$ cat config.mk
export PLATFORM = sky130hd
export DESIGN_NAME = serial_diag_port
export DESIGN_NICKNAME = d
export VERILOG_FILES = /design/src/hw/pin_sync.v /design/src/hw/capture_countdown.v /design/src/hw/serial_diag_port.v
export VERILOG_INCLUDE_DIRS = /design/src /design/src/hw
export SDC_FILE = /design/constraint.sdc
export NUM_CORES = 1
export LEC_CHECK = 0
export ABC_AREA = 1
export BUFFER_PORTS_ARGS = -buffer_cell sky130_fd_sc_hd__buf_4
export CORE_UTILIZATION = 65
export CTS_BUF_LIST = sky130_fd_sc_hd__clkbuf_4 sky130_fd_sc_hd__clkbuf_8
export CTS_CLUSTER_DIAMETER = 150
export DETAILED_ROUTE_END_ITERATION = 10
export HOLD_SLACK_MARGIN = 0.12
export PLACE_DENSITY = 0.92
export SLEW_MARGIN = 20
export SYNTH_ARGS = -nofsm -noshare
export SYNTH_HDL_FRONTEND = slang
export SYNTH_SLANG_ARGS = --single-unit
$ cat constraint.sdc
create_clock -name core_clk -period 3.3 [get_ports core_clk]
set_clock_uncertainty 0.15 [all_clocks]
set_input_delay 0.33 -clock core_clk [delete_from_list [all_inputs] [get_ports core_clk]]
set_output_delay 0.33 -clock core_clk [all_outputs]
set_load 0.01 [all_outputs]
$ cat src/hw/diag_port_defs.vh
// constants for the packet serial diagnostic port
`ifndef DIAG_PORT_DEFS_VH
`define DIAG_PORT_DEFS_VH
// ---------------------------------------------------------------
// apb register byte offsets
// ---------------------------------------------------------------
`define OFS_CTRL      12'h000
`define OFS_STATUS    12'h004
`define OFS_INT_STAT  12'h008
`define OFS_INT_MASK  12'h00C
`define OFS_PRESET    12'h010
`define OFS_ERR       12'h014
`define OFS_NODE      12'h018
// ---------------------------------------------------------------
// control register fields and reset values
// ---------------------------------------------------------------
`define CTRL_IN_LSB   0
`define CTRL_OUT_LSB  2
`define CTRL_VALID    4
`define RST_PORT      2'h0
`define RST_PRESET    16'h0000
// ---------------------------------------------------------------
// interrupt status bits
// ---------------------------------------------------------------
`define INT_TOKEN     0
`define INT_CAPTURE   1
`define INT_ERROR     2
`define INT_W         3
// ---------------------------------------------------------------
// serial framing and token codes
// ---------------------------------------------------------------
`define TOK_W         4
`define DATA_W        32
`define LINE_W        5
`define TOK_NOP       4'h0
`define TOK_CAP_IR    4'h1
`define TOK_CAP_DR    4'h2
`define TOK_SH_IR     4'h3
`define TOK_SH_DR     4'h4
`define TOK_UPD_IR    4'h5
`define TOK_UPD_DR    4'h6
`define TOK_ROUTE_HI  2'h3
// ---------------------------------------------------------------
// data register selects held in the instruction register
// ---------------------------------------------------------------
`define DR_PRESET     3'h0
`define DR_RESET      3'h1
`define DR_ERR        3'h2
`define DR_BOOT       3'h3
`define DR_NODE       3'h4
`define DR_IC_DATA    3'h5
`define DR_IC_ADDR    3'h6
`define IC_AW         12
`define ERR_W         7
`endif

$ cat src/hw/pin_sync.v
// two flip-flop synchroniser for the four serial inputs
module pin_sync (
  input  wire       core_clk,  // system clock
  input  wire       reset,     // synchronous, active high
  input  wire [3:0] pin_in,    // raw serial inputs
  output reg  [3:0] pin_out    // synchronised copy
);
  reg [3:0] meta_reg;          // first stage, read only by second

  // ---------------------------------------------------------------
  // two stages, constants under reset
  // ---------------------------------------------------------------
  always @(posedge core_clk) begin
    if (reset) begin
      meta_reg <= 4'h0;
      pin_out  <= 4'h0;
    end else begin
      meta_reg <= pin_in;
      pin_out  <= meta_reg;
    end
  end
endmodule

$ cat src/hw/capture_countdown.v
// capture countdown timer that aligns captures across the chain
module capture_countdown (
  input  wire        core_clk,  // system clock
  input  wire        reset,     // synchronous, active high
  input  wire        start,     // capture token seen
  input  wire [15:0] preset,    // transit delay compensation
  output reg         busy,      // counting down
  output reg         fire       // one-cycle capture pulse
);
  reg [15:0] cnt_reg;           // remaining cycles

  // ---------------------------------------------------------------
  // load on start, fire in the cycle after the count sits at zero
  // ---------------------------------------------------------------
  always @(posedge core_clk) begin
    if (reset) begin
      cnt_reg <= 16'h0000;
      busy    <= 1'b0;
      fire    <= 1'b0;
    end else begin
      fire <= 1'b0;
      if (start) begin
        cnt_reg <= preset;
        busy    <= 1'b1;
      end else if (busy) begin
        if (cnt_reg == 16'h0000) begin
          fire <= 1'b1;
          busy <= 1'b0;
        end else begin
          cnt_reg <= cnt_reg - 16'h0001;
        end
      end
    end
  end
endmodule

$ cat src/hw/serial_diag_port.v
// per-node packet serial diagnostic port with apb access
//
// The register addresses and the APB register port were chosen for this implementation.
`include "diag_port_defs.vh"

//-----------------------------------------------------------------
// Operation
// - four serial ports, router, token handler
// - each direction: one input, one output wire
// - normally two ports form the scan path
// - traffic only between neighbours, shared clock
// - 4-bit token, 32 data bits when shifting
// - decode route, capture, shift, update tokens
// - packets pass node to node along chain
// - host sets route, changed only on fault
// - host presets a decrementing capture counter
// - capture token starts count, capture at zero
// - one-bit register resets this node selectively
// - host sets network size and node address
// - reset enters boot level 0, caches locked
// - host loads icache bootstrap, then releases
// - error flags scanned repeatedly by host
// - sticky error bit per data input port
//-----------------------------------------------------------------
module serial_diag_port (
  input  wire        core_clk,       // 100 MHz system clock
  input  wire        reset,          // synchronous, active high
  input  wire [11:0] paddr,          // apb address
  input  wire        psel,           // apb select
  input  wire        penable,        // apb access phase
  input  wire        pwrite,         // apb direction
  input  wire [31:0] pwdata,         // apb write data
  output reg  [31:0] prdata,         // apb read data
  output reg         pready,         // apb ready
  output reg         pslverr,        // apb error, unmapped
  input  wire [3:0]  ser_in,         // serial inputs n,e,s,w
  output reg  [3:0]  ser_out,        // serial outputs n,e,s,w
  input  wire        mem_par_err,    // memory parity error event
  input  wire        msg_par_err,    // message parity error event
  input  wire        addr_rng_err,   // out of range address event
  input  wire [3:0]  link_err,       // data router input port errors
  output reg         node_reset,     // selective node reset
  output reg         cache_lock,     // caches act as memory
  output reg         cpu_release,    // start bootstrap program
  output reg         ic_we,          // icache write strobe
  output reg  [11:0] ic_addr,        // icache word address
  output reg  [31:0] ic_wdata,       // icache write data
  output reg         irq             // level interrupt
);
  // ---------------------------------------------------------------
  // receive state machine, one-hot
  // ---------------------------------------------------------------
  localparam [2:0] ST_IDLE = 3'h1;   // waiting for start bit
  localparam [2:0] ST_TOK  = 3'h2;   // collecting token bits
  localparam [2:0] ST_DATA = 3'h4;   // shifting 32 data bits

  wire [3:0]  rx_sync;               // synchronised inputs
  wire        cd_busy;               // countdown active
  wire        cd_fire;               // capture moment
  reg  [2:0]  st_reg;                // receive state
  reg  [5:0]  bit_reg;               // bit counter in packet
  reg  [3:0]  tok_reg;               // token being assembled
  reg  [3:0]  tok_next;              // token with current bit
  reg         sh_dr_reg;             // data phase targets dr
  reg  [4:0]  line_reg;              // forwarding delay line
  reg  [31:0] ir_sr_reg;             // instruction shift register
  reg  [31:0] dr_sr_reg;             // data shift register
  reg  [2:0]  ir_reg;                // selects data register
  reg  [1:0]  in_port_reg;           // upstream port
  reg  [1:0]  out_port_reg;          // downstream port
  reg         route_ok_reg;          // route established
  reg  [15:0] preset_reg;            // countdown preset
  reg  [15:0] node_addr_reg;         // this node's address
  reg  [15:0] net_size_reg;          // network size
  reg  [6:0]  err_reg;               // sticky error flags
  reg  [2:0]  int_stat_reg;          // sticky interrupt events
  reg  [2:0]  int_mask_reg;          // interrupt enables
  reg         boot_lvl_reg;          // 0 = bootstrap level 0
  reg         rx;                    // bit on the active input
  reg  [1:0]  first_port;            // lowest port showing start
  reg  [31:0] rd_mux;                // apb read value
  reg  [31:0] cap_val;               // value of selected dr
  reg         map_hit;               // apb address decoded
  reg         tok_done;              // last token bit this cycle
  reg         route_tok;             // route token completes
  wire        apb_setup;             // setup phase of apb
  wire        apb_wr;                // write taken this edge
  wire [6:0]  err_evt;               // error events this cycle

  assign apb_setup = psel & ~penable;
  assign apb_wr    = psel & penable & pready & pwrite;
  assign err_evt   = {link_err, addr_rng_err, msg_par_err,
                      mem_par_err};

  // ---------------------------------------------------------------
  // pin synchroniser and capture timer
  // ---------------------------------------------------------------
  pin_sync u_sync (
    .core_clk (core_clk),
    .reset    (reset),
    .pin_in   (ser_in),
    .pin_out  (rx_sync)
  );

  capture_countdown u_cd (
    .core_clk (core_clk),
    .reset    (reset),
    .start    (tok_done && tok_next == `TOK_CAP_DR),
    .preset   (preset_reg),
    .busy     (cd_busy),
    .fire     (cd_fire)
  );

  // ---------------------------------------------------------------
  // input select and token decode
  // ---------------------------------------------------------------
  // before the route is set, any port may carry the probe packet
  always @* begin
    first_port = 2'h0;
    if (rx_sync[3])
      first_port = 2'h3;
    if (rx_sync[2])
      first_port = 2'h2;
    if (rx_sync[1])
      first_port = 2'h1;
    if (rx_sync[0])
      first_port = 2'h0;
    if (route_ok_reg)
      rx = rx_sync[in_port_reg];
    else
      rx = |rx_sync;
    tok_next  = {rx, tok_reg[3:1]};
    tok_done  = st_reg[1] && bit_reg == 6'h03;
    route_tok = tok_done && tok_next[3:2] == `TOK_ROUTE_HI;
  end

  // ---------------------------------------------------------------
  // value captured for the selected data register
  // ---------------------------------------------------------------
  always @* begin
    case (ir_reg)
      `DR_PRESET:  cap_val = {16'h0000, preset_reg};
      `DR_RESET:   cap_val = {31'h0, node_reset};
      `DR_ERR:     cap_val = {25'h0, err_reg};
      `DR_BOOT:    cap_val = {30'h0, cpu_release, boot_lvl_reg};
      `DR_NODE:    cap_val = {net_size_reg, node_addr_reg};
      `DR_IC_ADDR: cap_val = {20'h0, ic_addr};
      default:     cap_val = 32'h0000_0000;
    endcase
  end

  // ---------------------------------------------------------------
  // packet receive, forward and shift
  // ---------------------------------------------------------------
  // every packet is delayed eight cycles through the node so that a
  // route token can be swallowed before its start bit leaves
  always @(posedge core_clk) begin
    if (reset) begin
      st_reg    <= ST_IDLE;
      bit_reg   <= 6'h00;
      tok_reg   <= 4'h0;
      sh_dr_reg <= 1'b0;
      line_reg  <= 5'h00;
      ser_out   <= 4'h0;
      ir_sr_reg <= 32'h0000_0000;
      dr_sr_reg <= 32'h0000_0000;
      ir_reg    <= 3'h0;
    end else begin
      ser_out               <= 4'h0;
      ser_out[out_port_reg] <= line_reg[4];
      line_reg              <= {line_reg[3:0], rx};
      case (st_reg)
        ST_IDLE: begin
          bit_reg <= 6'h00;
          if (rx)
            st_reg <= ST_TOK;
        end
        ST_TOK: begin
          tok_reg <= tok_next;
          bit_reg <= bit_reg + 6'h01;
          if (tok_done) begin
            bit_reg <= 6'h00;
            st_reg  <= ST_IDLE;
            if (route_tok)
              line_reg <= 5'h00;
            else if (tok_next == `TOK_SH_IR ||
                     tok_next == `TOK_SH_DR) begin
              st_reg    <= ST_DATA;
              sh_dr_reg <= tok_next == `TOK_SH_DR;
            end
            if (tok_next == `TOK_CAP_IR)
              ir_sr_reg <= {29'h0, ir_reg};
            if (tok_next == `TOK_UPD_IR)
              ir_reg <= ir_sr_reg[2:0];
          end
        end
        ST_DATA: begin
          // shift register sits in the chain: old bit out, new in
          bit_reg <= bit_reg + 6'h01;
          if (sh_dr_reg) begin
            dr_sr_reg   <= {rx, dr_sr_reg[31:1]};
            line_reg[0] <= dr_sr_reg[0];
          end else begin
            ir_sr_reg   <= {rx, ir_sr_reg[31:1]};
            line_reg[0] <= ir_sr_reg[0];
          end
          if (bit_reg == 6'h1F)
            st_reg <= ST_IDLE;
        end
        default: st_reg <= ST_IDLE;
      endcase
      if (cd_fire)
        dr_sr_reg <= cap_val;
    end
  end

  // ---------------------------------------------------------------
  // route, preset and node identity
  // ---------------------------------------------------------------
  // a route token arrives on the upstream port and names the port
  // leaving; software may rewrite both after a link fault
  always @(posedge core_clk) begin
    if (reset) begin
      in_port_reg   <= `RST_PORT;
      out_port_reg  <= `RST_PORT;
      route_ok_reg  <= 1'b0;
      preset_reg    <= `RST_PRESET;
      node_addr_reg <= 16'h0000;
      net_size_reg  <= 16'h0000;
    end else begin
      if (route_tok) begin
        out_port_reg <= tok_next[1:0];
        route_ok_reg <= 1'b1;
        if (!route_ok_reg)
          in_port_reg <= first_port;
      end
      if (apb_wr && paddr == `OFS_CTRL) begin
        in_port_reg  <= pwdata[`CTRL_IN_LSB +: 2];
        out_port_reg <= pwdata[`CTRL_OUT_LSB +: 2];
        route_ok_reg <= pwdata[`CTRL_VALID];
      end
      if (apb_wr && paddr == `OFS_PRESET)
        preset_reg <= pwdata[15:0];
      if (tok_done && tok_next == `TOK_UPD_DR) begin
        if (ir_reg == `DR_PRESET)
          preset_reg <= dr_sr_reg[15:0];
        if (ir_reg == `DR_NODE) begin
          node_addr_reg <= dr_sr_reg[15:0];
          net_size_reg  <= dr_sr_reg[31:16];
        end
      end
    end
  end

  // ---------------------------------------------------------------
  // node reset, bootstrap and icache load
  // ---------------------------------------------------------------
  always @(posedge core_clk) begin
    if (reset) begin
      node_reset   <= 1'b0;
      boot_lvl_reg <= 1'b0;
      cache_lock   <= 1'b1;
      cpu_release  <= 1'b0;
      ic_we        <= 1'b0;
      ic_addr      <= 12'h000;
      ic_wdata     <= 32'h0000_0000;
    end else begin
      ic_we      <= 1'b0;
      cache_lock <= ~boot_lvl_reg;
      if (ic_we)
        ic_addr <= ic_addr + 12'h001;
      if (tok_done && tok_next == `TOK_UPD_DR) begin
        case (ir_reg)
          `DR_RESET: node_reset <= dr_sr_reg[0];
          `DR_BOOT: begin
            cpu_release  <= dr_sr_reg[1];
            boot_lvl_reg <= dr_sr_reg[0];
          end
          `DR_IC_DATA: begin
            ic_we    <= 1'b1;
            ic_wdata <= dr_sr_reg;
          end
          `DR_IC_ADDR: ic_addr <= dr_sr_reg[11:0];
          default: ic_we <= 1'b0;
        endcase
      end
    end
  end

  // ---------------------------------------------------------------
  // sticky error flags
  // ---------------------------------------------------------------
  // an event in the clearing cycle keeps its flag set
  always @(posedge core_clk) begin
    if (reset) begin
      err_reg <= 7'h00;
    end else begin
      if (tok_done && tok_next == `TOK_UPD_DR && ir_reg == `DR_ERR)
        err_reg <= (err_reg & ~dr_sr_reg[6:0]) | err_evt;
      else if (apb_wr && paddr == `OFS_ERR)
        err_reg <= (err_reg & ~pwdata[6:0]) | err_evt;
      else
        err_reg <= err_reg | err_evt;
    end
  end

  // ---------------------------------------------------------------
  // interrupt status and mask
  // ---------------------------------------------------------------
  always @(posedge core_clk) begin
    if (reset) begin
      int_stat_reg <= 3'h0;
      int_mask_reg <= 3'h0;
      irq          <= 1'b0;
    end else begin
      int_stat_reg <= int_stat_reg
        & ~((apb_wr && paddr == `OFS_INT_STAT) ? pwdata[2:0] : 3'h0)
        | {|err_evt, cd_fire, tok_done};
      if (apb_wr && paddr == `OFS_INT_MASK)
        int_mask_reg <= pwdata[2:0];
      irq <= |(int_stat_reg & int_mask_reg);
    end
  end

  // ---------------------------------------------------------------
  // apb read decode
  // ---------------------------------------------------------------
  always @* begin
    map_hit = 1'b1;
    case (paddr)
      `OFS_CTRL:     rd_mux = {27'h0, route_ok_reg, out_port_reg,
                               in_port_reg};
      `OFS_STATUS:   rd_mux = {24'h0, ir_reg, cd_busy, cpu_release,
                               boot_lvl_reg, node_reset, st_reg[0]};
      `OFS_INT_STAT: rd_mux = {29'h0, int_stat_reg};
      `OFS_INT_MASK: rd_mux = {29'h0, int_mask_reg};
      `OFS_PRESET:   rd_mux = {16'h0000, preset_reg};
      `OFS_ERR:      rd_mux = {25'h0, err_reg};
      `OFS_NODE:     rd_mux = {net_size_reg, node_addr_reg};
      default: begin
        rd_mux  = 32'h0000_0000;
        map_hit = 1'b0;
      end
    endcase
  end

  // ---------------------------------------------------------------
  // apb handshake: ready in the first access cycle
  // ---------------------------------------------------------------
  // registered ready costs no wait state and keeps outputs on flops
  always @(posedge core_clk) begin
    if (reset) begin
      pready  <= 1'b0;
      pslverr <= 1'b0;
      prdata  <= 32'h0000_0000;
    end else begin
      pready  <= apb_setup;
      pslverr <= apb_setup & ~map_hit;
      if (apb_setup && !pwrite)
        prdata <= rd_mux;
    end
  end
endmodule

==> qor.yml <==
cts-root-buf: "clkbuf_8"
grt_antenna_before_repair: 2
fillers: 1243
fin_ws_ns: 0.4598
combPwrFrac_pct: 6.0
finalPower_mw: 6.455
rows: 49
fp.dieArea_um2: 18900
vias_per_cell: 5.869
crit_type: "flop to flop"
start_util_pct: 66.41
worstPathArrival_ns: 3.13
placed_cells: 2039
dp_hpwl_um: 22140
p_leak_nw: 6.228
rr_endpoint: "err_reg[6]$_SDFF_PP0_"
slew-limit-headroom_pct: 36.24
htree_levels: 2
ir_drop_mv: 0.4612
power_switching_mw: 1.544
ant_nets: 0
min_period_over_period_pct: 86.07
avgRoutedWirePerCell_um: 16.55
rsz0062_at_grt: "false"
syn_avg_cell_area_um2: 6.840
grt_pass1_wl_um: 57030
cp_max_fo: 14
io_pins: 147
grt_pass1_vias: 11780
die_w_um: 137.5
hold_violations: 0
crit_start: "bit_reg[0]$_SDFFE_PP0P_"
holdWs_ns: 0.1854
synthFlopType: "dfxtp_1"
grt_usage_pct: 38.22
nNetsFinal: 1955
setup_viol: 0
fmaxAchievable_mhz: 352.1
syn_area_um2: 11930
cap_violations: 0
area_growth_pct: 19.18
r2r-start: "bit_reg[0]$_SDFFE_PP0P_"
fin_setup_tns_ns: 0
grt_max_degree: 96
fin_crit_ns: 2.840
numCtsBuffers: 42
drive_above_1_share_pct: 12.39
cts_tree: "done"
p_sw_share_pct: 23.92
cp-endpoint: "err_reg[6]$_SDFF_PP0_"
seqPwrFrac_pct: 50.7
clkLatencyLatePin_ns: 0.55
endpoint_kind: "flop"
cts_resized: 0
finalNonFillerCells: 2144
drv_slew: 0
fp.dieH_um: 137.5
hold_path.class: "primary input to flop"
p_per_area_nw_per_um2: 454.0
drt_iter0_markers: 1386
pre_cts_ws_ns: 0.5445
clock_sinks: 265
place_congestion: 0.9500
cts_max_path_buffers: 3
vias: 12580
start_kind: "flop"
syn-num-nets: 1808
coreArea_um2: 17960
routed_wl_um: 35490
async_flop_share_pct: 0
drtPass1Iterations: 6
post-cts-setup-buffer-count: 0
synthDistinctLibCells: 43
status: "complete, no violations"
multi_input_area_um2: 5509
synth_edf_count: 0
tightest_slew_ns: 0.9564
regArea_um2: 5305
r2r_cells: 13
p_int_mw: 4.911
clk_pin_slew_ns: 0.06
grt_overflow: 0
ys_ff_latch: 265
rrSetupSlack_ns: 0.46
portBuffers: 130
synth_warnings: 0
synthCells: 1744
power.clock.fraction_pct: 43.2
seq_area_frac_synth_pct: 44.47
drc_errors: 0
cp.required_ns: 3.59
## per-layer routing
| metal | up-vias | global-route usage [%] | part of all wire [%] |
|---|---|---|---|
| met5 | - | 0 | 0 |
| met3 | 173 | 9.051 | 9.1 |
| met4 | 0 | 23.50 | 5.4 |
| met1 | 5758 | 44.81 | 37 |
| met2 | 728 | 63.01 | 48 |
| li1 | 5925 | - | - |
## worst max-delay path, stage by stage, from the launching register on
cell	delay [ns]
dfxtp_1	0.36
ha_1	0.23
nand2_1	0.07
clkinv_1	0.05
nand3_2	0.14
nor3_4	0.14
buf_4	0.23
inv_2	0.06
nor2_4	0.26
buf_4	0.21
nand3_1	0.07
nand3_1	0.08
a21oi_1	0.06
dlygate4sd3_1	0.61
## cells in the mapped netlist (3+ instances only)
cell type / instances / area share [%]
nor3_1: 23 / 0.96
xor2_1: 19 / 1.4
inv_2: 3 / 0.094
clkinv_1: 6 / 0.19
o22ai_1: 17 / 0.89
buf_1: 3 / 0.094
a211oi_1: 5 / 0.31
inv_1: 191 / 6.0
a31oi_1: 16 / 0.84
nand2_1: 399 / 13
buf_2: 18 / 0.76
ha_1: 4 / 0.42
dfxtp_1: 265 / 44
o21ai_1: 3 / 0.13
o211ai_1: 8 / 0.50
nand3_1: 118 / 5.0
nor4_1: 3 / 0.16
a21oi_1: 179 / 7.5
nand4_1: 11 / 0.58
xnor2_1: 3 / 0.22
o21ai_0: 147 / 6.2
nand3_2: 4 / 0.34
clkbuf_1: 62 / 2.0
nor2_1: 212 / 6.7
## kinds of logic (layout without fill, tap and decap cells)
logic type / Yosys count / count (layout) / synth area share (%)
buffers and inverters: 287 / 456 / 9.408
other: 0 / 2 / 0
xor gates and xnor gates: 22 / 22 / 1.615
DFF: 265 / 265 / 44.47
adders and majority gates: 4 / 4 / 0.4196
muxes: 1 / 1 / 0.08391
AOI/OAI and AO/OA: 383 / 383 / 16.92
and+or+nand+nor: 782 / 782 / 27.08
## layout make-up
cell class,count,share of cell area [%]
multi-input combinational,1192,38.75
sequential,265,37.31
timing repair buffer,190,10.86
clock buffer,63,5.571
inverter,200,5.289
tap,229,2.015
clock inverter,3,0.1672
antenna,2,0.03520
## power groups by stage
stage,sequential (mW),combinational [mW],clock (mW)
floorplan,3.34,0.212,0
finish,3.27,0.389,2.79
CTS,3.27,0.378,2.78
global route,3.28,0.427,2.94
global placement,3.34,0.325,0
detailed placement,3.34,0.340,0
## metrics by stage
stage | utilization, % | area [um2]
CTS | 79.12 | 14210
global placement | 72.52 | 13030
global route | 79.12 | 14210
finish | 79.15 | 14220
floorplan | - | 11930
detailed placement | 72.52 | 13030
## placed cells by master, fill, tap and decap left out, types with 4 or more instances in the layout
cell             n
nand3_1        118
ha_1             4
clkbuf_8        51
dlygate4sd3_1   37
clkbuf_4        12
dfxtp_1        265
a211oi_1         5
nand2_1        399
clkinv_1         6
a21oi_1        179
inv_1          190
buf_4          151
a31oi_1         16
nand3_2          4
xor2_1          19
o21ai_0        147
nor2_1         211
nor3_1          23
o211ai_1         8
nand4_1         11
o22ai_1         17
## worst min-delay path by stage
stage                                              end  cells after the start  slack, ns                           from
after detailed placement  u_sync.pin_out[1]$_SDFF_PP0_                      2       0.24  u_sync.meta_reg[1]$_SDFF_PP0_
after global placement    u_sync.pin_out[2]$_SDFF_PP0_                      2       0.24  u_sync.meta_reg[2]$_SDFF_PP0_
after global routing          preset_reg[3]$_SDFF_PP0_                      5       0.17                      pwdata[3]
final                         preset_reg[3]$_SDFF_PP0_                      5       0.19                      pwdata[3]
after floorplan           u_sync.pin_out[0]$_SDFF_PP0_                      2       0.24  u_sync.meta_reg[0]$_SDFF_PP0_
after CTS                     preset_reg[3]$_SDFF_PP0_                      5       0.16                      pwdata[3]
## what timing repair did
| action | in CTS | in global routing |
|---|---|---|
| setup endpoints to repair | 0 | 0 |
| endpoints found under the hold margin | 42 | 0 |
| hold buffers | 37 | 0 |
(Power assumes the default switching activity.)
